==> src/rtl/eflc_pkg.sv <==
// Shared constants and types for the engine fault lamp link.
// Assumes one 10 MHz clock shared by both ends.
package eflc_pkg;

  localparam int unsigned CLK_HZ = 10_000_000;

  // Lamp request codes carried on the link.
  typedef enum logic [2:0] {
    EFLC_REQ_STEADY  = 3'h0,
    EFLC_REQ_OFF     = 3'h1,
    EFLC_REQ_FLASH1  = 3'h2,
    EFLC_REQ_FLASH2  = 3'h3,
    EFLC_REQ_FLASH05 = 3'h4
  } eflc_req_t;

  localparam logic [2:0] REQ_RESERVED_MIN = 3'h5;

  // Refresh periods and the loss timeout in milliseconds, and their cycle counts.
  localparam int unsigned LAMP_DELAY_MS  = 125;
  localparam int unsigned FAULT_DELAY_MS = 525;
  localparam int unsigned EMIS_DELAY_MS  = 1025;
  localparam int unsigned LOSS_MS        = 5000;
  localparam int unsigned LAMP_DELAY_CYC = LAMP_DELAY_MS * (CLK_HZ / 1000);
  localparam int unsigned FAULT_DELAY_CYC = FAULT_DELAY_MS * (CLK_HZ / 1000);
  localparam int unsigned EMIS_DELAY_CYC = EMIS_DELAY_MS * (CLK_HZ / 1000);
  localparam int unsigned LOSS_CYC       = LOSS_MS * (CLK_HZ / 1000);

  // Flash base tick: quarter period of 2 Hz, i.e. 125 ms.
  localparam int unsigned TICK_MS  = 125;
  localparam int unsigned TICK_CYC = TICK_MS * (CLK_HZ / 1000);

  // Half periods in ticks for each flash rate.
  localparam logic [3:0] HALF_2HZ  = 4'h2;
  localparam logic [3:0] HALF_1HZ  = 4'h4;
  localparam logic [3:0] HALF_05HZ = 4'h8;

  localparam logic RESET_FAULT = 1'b0;
  localparam logic RESET_EMIS  = 1'b0;

endpackage

==> src/rtl/eflc_link_if.sv <==
// Link between the engine controller end and the lamp receiver end.
// Assumes a frame strobe of one cycle carries all three signals.
`timescale 1ns/1ps
interface eflc_link_if;
  import eflc_pkg::*;
  logic       frame_vld;
  logic [2:0] lamp_req;
  logic       fault_stored;
  logic       emis_fault;

  modport engine_controller (
    output frame_vld,
    output lamp_req,
    output fault_stored,
    output emis_fault
  );
  modport receiver (
    input frame_vld,
    input lamp_req,
    input fault_stored,
    input emis_fault
  );
endinterface

==> src/rtl/eflc_cycle_timer.sv <==
// Free-running divider that emits one-cycle ticks.
// Assumes a single clock with synchronous active-high reset.
`timescale 1ns/1ps
module eflc_cycle_timer #(
  parameter int unsigned PERIOD = 16
) (
  input  wire logic core_clk_i,
  input  wire logic rst_i,
  output logic      tick_o
);
  localparam int unsigned W = $clog2(PERIOD + 1);
  logic [W-1:0] cnt_r;
  logic [W-1:0] cnt_nxt;

  // Wrap at the period end and flag the wrap.
  always_comb begin
    tick_o  = (cnt_r == W'(PERIOD - 1));
    cnt_nxt = tick_o ? '0 : cnt_r + W'(1);
  end

  // Register the count.
  always_ff @(posedge core_clk_i) begin
    if (rst_i) begin
      cnt_r <= '0;
    end else begin
      cnt_r <= cnt_nxt;
    end
  end
endmodule

==> src/rtl/eflc_lamp_receiver.sv <==
// Lamp receiver end: decodes frames into lamp and telltale drives.
// Assumes frames arrive from logic on the same clock.
// Bulb check, combine and the non-emissions flag come from that clock
// too, so no input here needs a synchroniser.
// Function
// - Stored-fault flag set for any fault code.
// - Stored-fault flag drives stored-fault telltale.
// - Telltale bulb check distinguishable, agreed both sides.
// - Sender refreshes emissions flag each 1025 ms; the engine end here sends it in every 125 ms frame.
// - Emissions flag never drives the lamp.
// - Emissions telltale gets bulb check, optional OR.
// - Lamp request is a 3-bit code.
// - Steady on for check, service, failures.
// - 1 Hz flash for catalyst or readiness.
// - 0.5 Hz flash during plant fuel prime.
// - Service uses on/off; sender sequences check.
// - Request drives only the lamp.
// - Power-up holds lamp steady on.
// - Flash toggles at rate, 50% duty.
// - Frames missing over 5 s: steady on.
// - Resume commanded state within 5 s.
// - Communication faults never light the lamp; here a frame loss over the limit forces the lamp steady on.
// - Crank follows command; loss resets steady.
`timescale 1ns/1ps
module eflc_lamp_receiver #(
  parameter int unsigned LOSS_LIMIT = eflc_pkg::LOSS_CYC,
  parameter int unsigned FLASH_TICK = eflc_pkg::TICK_CYC
) (
  input  wire logic       core_clk_i,
  input  wire logic       rst_i,
  eflc_link_if.receiver   link,
  input  wire logic       bulb_check_i,
  input  wire logic       combine_i,
  input  wire logic       non_emis_fault_i,
  output logic            engine_fault_lamp_o,
  output logic            service_soon_lamp_o,
  output logic            emis_telltale_o,
  output logic            comm_lost_o
);
  import eflc_pkg::*;

  // The loss counter must reach the limit itself, hence the plus one.
  localparam int unsigned LW = $clog2(LOSS_LIMIT + 1);

  // Flash base tick and frame tracking state.
  logic          tick;
  logic [2:0]    mode_r;
  logic [2:0]    mode_nxt;
  logic [LW-1:0] loss_r;
  logic [LW-1:0] loss_nxt;
  logic          lost_r;
  logic          lost_nxt;

  // Flash phase and lamp drive.
  logic [3:0]    ph_r;
  logic [3:0]    ph_nxt;
  logic          lamp_r;
  logic          lamp_nxt;

  // Latched fault flags and the two telltales.
  logic          fault_r;
  logic          fault_nxt;
  logic          emis_r;
  logic          emis_nxt;
  logic          svc_r;
  logic          svc_nxt;
  logic          etl_r;
  logic          etl_nxt;
  logic          good;

  // A frame counts only when it carries one of the defined codes.
  function automatic logic code_ok(input logic [2:0] code);
    code_ok = (code < REQ_RESERVED_MIN);
  endfunction

  // Half period in base ticks of a flashing code, zero when steady.
  // Reserved codes never reach the mode register; zero keeps them inert.
  function automatic logic [3:0] half_of(input logic [2:0] code);
    unique case (code)
      EFLC_REQ_FLASH2:  half_of = HALF_2HZ;
      EFLC_REQ_FLASH1:  half_of = HALF_1HZ;
      EFLC_REQ_FLASH05: half_of = HALF_05HZ;
      default:          half_of = 4'h0;
    endcase
  endfunction

  // The divider runs free so every flash edge lands on a tick.
  // Sharing one divider for all rates keeps their edges in step.
  eflc_cycle_timer #(.PERIOD(FLASH_TICK)) u_tick (
    .core_clk_i (core_clk_i),
    .rst_i      (rst_i),
    .tick_o     (tick)
  );

  // A reserved code is refused whole: no mode change, no timer restart
  // and no flag latch. Holding the last state is safer than guessing
  // what a future flash rate should look like.
  assign good = link.frame_vld && code_ok(link.lamp_req);

  // Frame tracking and loss detection. A reset or loss lands on
  // steady on, so crank recovery needs no separate state. The counter
  // stops at the limit instead of wrapping, so a long outage can never
  // count its way back to a link that looks alive.
  always_comb begin
    mode_nxt = mode_r;
    loss_nxt = loss_r;
    lost_nxt = lost_r;
    if (good) begin
      mode_nxt = link.lamp_req;
      loss_nxt = '0;
      lost_nxt = 1'b0;
    end else if (loss_r == LW'(LOSS_LIMIT)) begin
      lost_nxt = 1'b1;
      mode_nxt = EFLC_REQ_STEADY;
    end else begin
      loss_nxt = loss_r + LW'(1);
    end
  end

  // Register the frame tracking state.
  always_ff @(posedge core_clk_i) begin
    if (rst_i) begin
      mode_r <= EFLC_REQ_STEADY;
      loss_r <= '0;
      lost_r <= 1'b0;
    end else begin
      mode_r <= mode_nxt;
      loss_r <= loss_nxt;
      lost_r <= lost_nxt;
    end
  end

  // Lamp drive. Flash phase counts ticks and flips the lamp every
  // half period, giving 50% duty. Loss state only forces steady on;
  // it never lights the lamp by itself beyond that default. A change
  // between two flash rates keeps the phase, so the first half period
  // after it may be short; every edge still lands on a tick.
  always_comb begin
    ph_nxt   = ph_r;
    lamp_nxt = lamp_r;
    unique case (mode_r)
      EFLC_REQ_OFF: begin
        lamp_nxt = 1'b0;
        ph_nxt   = 4'h0;
      end
      EFLC_REQ_FLASH1, EFLC_REQ_FLASH2, EFLC_REQ_FLASH05: begin
        if (tick) begin
          if (ph_r + 4'h1 >= half_of(mode_r)) begin
            ph_nxt   = 4'h0;
            lamp_nxt = ~lamp_r;
          end else begin
            ph_nxt = ph_r + 4'h1;
          end
        end
      end
      EFLC_REQ_STEADY: begin
        lamp_nxt = 1'b1;
        ph_nxt   = 4'h0;
      end
      default: begin
        lamp_nxt = 1'b1; // Unreachable codes fall back to lit.
        ph_nxt   = 4'h0;
      end
    endcase
  end

  // Register the flash phase and the lamp drive.
  always_ff @(posedge core_clk_i) begin
    if (rst_i) begin
      ph_r   <= 4'h0;
      lamp_r <= 1'b1;
    end else begin
      ph_r   <= ph_nxt;
      lamp_r <= lamp_nxt;
    end
  end

  // Telltales. Fault flags are latched per frame; a lost link keeps
  // the last values, so a link fault alone cannot light either telltale.
  // Bulb check lights both telltales for as long as it is held; its
  // timing is agreed with the sender so check and real fault differ.
  always_comb begin
    fault_nxt = good ? link.fault_stored : fault_r;
    emis_nxt  = good ? link.emis_fault : emis_r;
    svc_nxt   = fault_r | bulb_check_i;
    etl_nxt   = emis_r | (combine_i & non_emis_fault_i) | bulb_check_i;
  end

  // Register the latched flags and the telltale drives.
  always_ff @(posedge core_clk_i) begin
    if (rst_i) begin
      fault_r <= RESET_FAULT;
      emis_r  <= RESET_EMIS;
      svc_r   <= 1'b0;
      etl_r   <= 1'b0;
    end else begin
      fault_r <= fault_nxt;
      emis_r  <= emis_nxt;
      svc_r   <= svc_nxt;
      etl_r   <= etl_nxt;
    end
  end

  // The emissions flag has no path to the fault lamp, and the loss flag
  // is only reported: it reaches the lamp through the steady default.
  assign engine_fault_lamp_o = lamp_r;
  assign service_soon_lamp_o = svc_r;
  assign emis_telltale_o     = etl_r;
  assign comm_lost_o         = lost_r;
endmodule

==> src/flat_wrapper.sv <==
// flat-port wrapper written by rule: the top's interface ports become plain ports
module eflc_lamp_receiver_flat import eflc_pkg::*;
#(
  parameter int unsigned LOSS_LIMIT = eflc_pkg::LOSS_CYC,
  parameter int unsigned FLASH_TICK = eflc_pkg::TICK_CYC
)
  (core_clk_i, rst_i, bulb_check_i, combine_i, non_emis_fault_i, engine_fault_lamp_o, service_soon_lamp_o, emis_telltale_o, comm_lost_o, link_frame_vld, link_lamp_req, link_fault_stored, link_emis_fault);
  eflc_link_if link_i ();
  input  wire logic core_clk_i;
  input  wire logic rst_i;
  input  wire logic bulb_check_i;
  input  wire logic combine_i;
  input  wire logic non_emis_fault_i;
  output logic engine_fault_lamp_o;
  output logic service_soon_lamp_o;
  output logic emis_telltale_o;
  output logic comm_lost_o;
  input wire logic [$bits(link_i.frame_vld)-1:0] link_frame_vld;
  input wire logic [$bits(link_i.lamp_req)-1:0] link_lamp_req;
  input wire logic [$bits(link_i.fault_stored)-1:0] link_fault_stored;
  input wire logic [$bits(link_i.emis_fault)-1:0] link_emis_fault;
  assign link_i.frame_vld = link_frame_vld;
  assign link_i.lamp_req = link_lamp_req;
  assign link_i.fault_stored = link_fault_stored;
  assign link_i.emis_fault = link_emis_fault;
  eflc_lamp_receiver #(.LOSS_LIMIT(LOSS_LIMIT), .FLASH_TICK(FLASH_TICK)) u_core (.core_clk_i(core_clk_i), .rst_i(rst_i), .link(link_i), .bulb_check_i(bulb_check_i), .combine_i(combine_i), .non_emis_fault_i(non_emis_fault_i), .engine_fault_lamp_o(engine_fault_lamp_o), .service_soon_lamp_o(service_soon_lamp_o), .emis_telltale_o(emis_telltale_o), .comm_lost_o(comm_lost_o));
endmodule
==> config.mk <==
export PLATFORM = sky130hd
export DESIGN_NAME = eflc_lamp_receiver_flat
export DESIGN_NICKNAME = d
export VERILOG_FILES = /design/src/rtl/eflc_pkg.sv /design/src/rtl/eflc_link_if.sv /design/src/rtl/eflc_cycle_timer.sv /design/src/rtl/eflc_lamp_receiver.sv /design/src/flat_wrapper.sv
export SDC_FILE = /design/constraint.sdc
export NUM_CORES = 1
export LEC_CHECK = 0
export BUFFER_PORTS_ARGS = -buffer_cell sky130_fd_sc_hd__buf_4
export CELL_PAD_IN_SITES_DETAIL_PLACEMENT = 1
export CELL_PAD_IN_SITES_GLOBAL_PLACEMENT = 1
export CORE_ASPECT_RATIO = 2
export CORE_MARGIN = 2
export CORE_UTILIZATION = 40
export CTS_BUF_LIST = sky130_fd_sc_hd__clkbuf_2
export DETAILED_ROUTE_END_ITERATION = 8
export PLACE_DENSITY_LB_ADDON = 0.25
export SLEW_MARGIN = 20
export SYNTH_ARGS = -nofsm -noshare
export SYNTH_HDL_FRONTEND = slang
export SYNTH_SLANG_ARGS = --single-unit
==> constraint.sdc <==
create_clock -name core_clk_i -period 6.2 [get_ports core_clk_i]
set_input_delay 0.31 -clock core_clk_i [delete_from_list [all_inputs] [get_ports core_clk_i]]
set_output_delay 0.31 -clock core_clk_i [all_outputs]
set_load 0.1 [all_outputs]
==> run_results.csv <==
group,metric,value,unit
worst_setup_path,cp.required,6.65,ns
place,dpl_cell_area,3160,sq um
place,gpl.final_weighted_congestion,0.794,
worst_setup_path,critical_path.startpoint_type,"register",
worst_setup_path,cp_max_fo,6,
power_and_ir_drop,net-switching-power,0.187,mW
worst_setup_path,r2r-end,"u_core.ph_r[3]",
cts,numClockSinks,60,
die,std_cell_rows,44,
cts,tritoncts.num_buffers,9,
route,1st_pass_router_iterations,4,
synthesis,mappedNetlistArea,2970,sq um
finish,nets,384,
finish,area.sequential,1200,sq um
cts,cts_tree,"yes",
finish,layout.cells.most_common,"dfxtp_1",
route,drt-vias-per-instance,5.71,
cts,cts-htree-levels,3,
global_routing,congestion_overflow_gr,0,
cts,insertion_delay,0.51,ns
place,dp.cells,440,
sta,maxSlewHeadroom,36.0,%
finish,multi_input_comb_area,1700,sq um
finish,fillCellCount,880,
power_and_ir_drop,power.share.clock,34.5,%
synthesis,synth_compound_gate_area_share,12.9,%
synthesis,synth_simple_gate_area_share,32.3,%
route,postRouteAntennaNets,0,
synthesis,synth.yosys.warnings,0,
run,max_cap_violations,0,
finish,layout.cells.non_filler,463,
route,detail_route.drc_violations,0,
cts,clock_tree.root_cell,"clkbuf_2",
hold_path,hold-path-cell-count,2,
synthesis,synth.mux.area_fraction,1.68,%
global_routing,grt_max_degree,23,
worst_setup_path,critical_path.cell_chain,"or3b_2 -> ha_1 -> a21o_1 -> a31o_2 -> or4b_1 -> a21oi_1",
synthesis,ys_seq_area_share,40.4,%
die,fp.coreArea,7210,sq um
global_routing,aggregate_global_route_resource_usage,19.7,%
worst_setup_path,timing.critical_path.slowest_stage_cell,"or3b_2",
cts,postCtsSetupRepairBufs,0,
route,drt-initial-drc-count,84,
worst_setup_path,critical-path-max-stage-delay,0.48,ns
die,chipHeight,126,um
global_routing,grt_first_pass_wirelength,12500,um
sta,final-setup-viol-count,0,
sta,min_period,2.32,ns
sta,grt_setup_unrepaired,"false",
hold_path,min_delay_worst_endpoint,"u_core.mode_r[1]",
die,floorplan.die_area,8180,sq um
synthesis,synth.ff_latch_count,60,
sta,final_max_slew_viol_count,0,
power_and_ir_drop,vdd.ir_drop.worst,0.119,mV
hold_path,min-delay-path-class,"input port to register",
place,port-buffer-count,14,
synthesis,synth_top_family_by_area,"simple AND/OR/NAND/NOR gates",
synthesis,syn_avg_cell_area,8.67,sq um
synthesis,synth_nets,361,
synthesis,synth_enable_flop_cells,0,
worst_setup_path,worst_r2r_src,"u_core.mode_r[2]",
finish,fraction_of_layout_instances_using_a_drive_strength_above_1,11.9,%
worst_setup_path,setup.reg_to_reg.worst_slack,3.88,ns
outcome,outcome,"completed",
synthesis,number_of_distinct_library_cells_after_synthesis,50,
power_and_ir_drop,total_leakage_power,1.12,nW
sta,final.setup.tns,0,ns
place,dpl.hpwl,5420,um
sta,finalHoldViolCount,0,
cts,clkSlewWorstSetupHoldPaths,0.17,ns
synthesis,postSynthCellCount,343,
sta,fmaxAchievable,430,MHz
synthesis,async_flop_share,0,%
finish,antenna-diode-count,0,
route,drt_wl_total,7420,um
die,floorplan.die.width,65.0,um
global_routing,first_global_vias,2777,
sta,skew,0.0351,ns
synthesis,synthDominantCellAreaShare,40.4,%
synthesis,synth.top_cells.by_area,"dfxtp_1 (40%), a21oi_1 (4.5%), xnor2_1 (4.1%), nor2_1 (4.0%), nand3_1 (3.9%)",
sta,final_min_period_over_clock_period,37.5,%
sta,max_slew.worst_pin.slew,0.960,ns
worst_setup_path,worst-r2r-cell-count,6,
global_routing,grt_antenna_before_repair,0,
finish,final_design_area_no_fill,3330,sq um
die,io-pin-count,15,
finish,layout_common_cells,"dfxtp_1 (60), nor2_1 (32), a21oi_1 (27)",
power_and_ir_drop,internal-power,0.502,mW
place,pre_cts_ws,3.90,ns
route,vias,2642,
route,route.detailed.wl_per_inst,16.0,um
worst_setup_path,setup_cp_type,"register to register",
sta,final.setup.worst_slack,3.88,ns
cts,clock_path_buffers,2,
synthesis,post-synth-top-area-cell,"dfxtp_1",
synthesis,ys_dominant_reg_cell,"dfxtp_1",
power_and_ir_drop,power.density,207,nW/um^2
finish,area_growth,12.1,%
worst_setup_path,critPathCaptureType,"register",
hold_path,hold_path_startpoint,"rst_i",
power_and_ir_drop,power.combinational.fraction,7.8,%
die,initial_core_util,41.2,%
worst_setup_path,worst-endpoint-arrival,2.77,ns
power_and_ir_drop,power_frac_seq,57.7,%
power_and_ir_drop,swShare,27.1,%
power_and_ir_drop,p_total,0.689,mW
synthesis,arithmetic_cell_share_of_the_synthesized_area_counting_full_adders_half_adders_and_majority_gates,2.94,%
synthesis,post_synth_xor_area_fraction,7.36,%
synthesized netlist by cell type, types with 4 or more instances:
| library cell | n |
|---|---|
| a21oi_1 | 27 |
| and3_1 | 4 |
| and4_1 | 4 |
| buf_2 | 4 |
| clkbuf_1 | 6 |
| dfxtp_1 | 60 |
| ha_1 | 7 |
| inv_1 | 8 |
| mux2i_1 | 5 |
| nand2_1 | 25 |
| nand2b_1 | 8 |
| nand3_1 | 23 |
| nand4_1 | 9 |
| nor2_1 | 32 |
| nor3_1 | 7 |
| nor4_1 | 9 |
| o21ai_0 | 14 |
| o31ai_1 | 9 |
| or3_1 | 8 |
| or4_1 | 11 |
| xnor2_1 | 14 |
| xor2_1 | 11 |
how the worst max path moves through the flow:
stage	to	cells past startpoint	slack [ns]	start
finish	u_core.ph_r[3]	6	3.88	u_core.mode_r[2]
global route	u_core.ph_r[1]	6	3.78	u_core.mode_r[2]
CTS	u_core.ph_r[3]	6	3.87	u_core.mode_r[2]
detailed placement	u_core.ph_r[3]	6	3.90	u_core.mode_r[2]
global placement	u_core.ph_r[3]	6	3.96	u_core.mode_r[2]
floorplan	u_core.ph_r[3]	6	4.03	u_core.mode_r[2]
kinds of logic (layout without fill, tap and decap cells):
group,count (synthesis),count (layout)
AO/OA/AOI/OAI,64,64
multiplexers,5,5
buffers and inverters,18,46
XOR/XNOR,25,25
adder cells (fa/ha/maj),7,7
AND/OR/NAND/NOR,164,164
flip-flops,60,60
flip-flops by register name, summed over array words and instances (netlist names):
name,cells
u_core.loss_r,26
u_core.u_tick.cnt_r,21
u_core.ph_r,4
u_core.mode_r,3
u_core.comm_lost_o,1
u_core.emis_r,1
u_core.emis_telltale_o,1
u_core.engine_fault_lamp_o,1
u_core.fault_r,1
u_core.service_soon_lamp_o,1
area by class of cell:
cell class | instances | area share, %
inverters | 8 | 0.901
well taps | 92 | 3.45
multi-input cells | 265 | 51.0
repair buffers | 22 | 5.48
flip-flops and latches | 60 | 36.0
clock buffers | 10 | 1.50
clock inverters | 6 | 1.65
routing by layer:
| layer | wire length [um] | vias up | global-route usage, % | part of all wire, % |
|---|---|---|---|---|
| met5 | 0 | - | 0 | 0 |
| met4 | 180 | 0 | 9.01 | 2.4 |
| met3 | 152 | 17 | 4.02 | 2.0 |
| met2 | 4330 | 34 | 38.8 | 58 |
| met1 | 2750 | 1291 | 18.4 | 37 |
| li1 | - | 1300 | - | - |
critical path: cells and delay by family, from the launching register on:
family / cells / cell delay [ns]
compound gates: 3 / 0.59
fa+ha+maj: 1 / 0.33
flops: 1 / 0.43
simple gates: 2 / 0.94
what timing repair did:
action	in CTS	in global routing
hold buffers	7	0
hold endpoints to repair	4	0
resized for setup	0	0
power by group through the flow:
stage | combinational [mW] | sequential [mW] | clock, mW
2_1_floorplan | 0.0237 | 0.415 | 0
3_3_place_gp | 0.0491 | 0.406 | 0
3_5_place_dp | 0.0505 | 0.406 | 0
4_1_cts | 0.0542 | 0.398 | 0.250
5_1_grt | 0.0591 | 0.399 | 0.262
6_report | 0.0536 | 0.398 | 0.238
through the flow:
stage,utilization [%],hold WS [ns]
after floorplan,-,0.426
after global placement,43.8,0.447
after detailed placement,43.8,0.457
after CTS,46.2,0.00245
after global routing,46.2,0.0130
final,46.2,0.0545
Power figures use the tool's default switching activity.
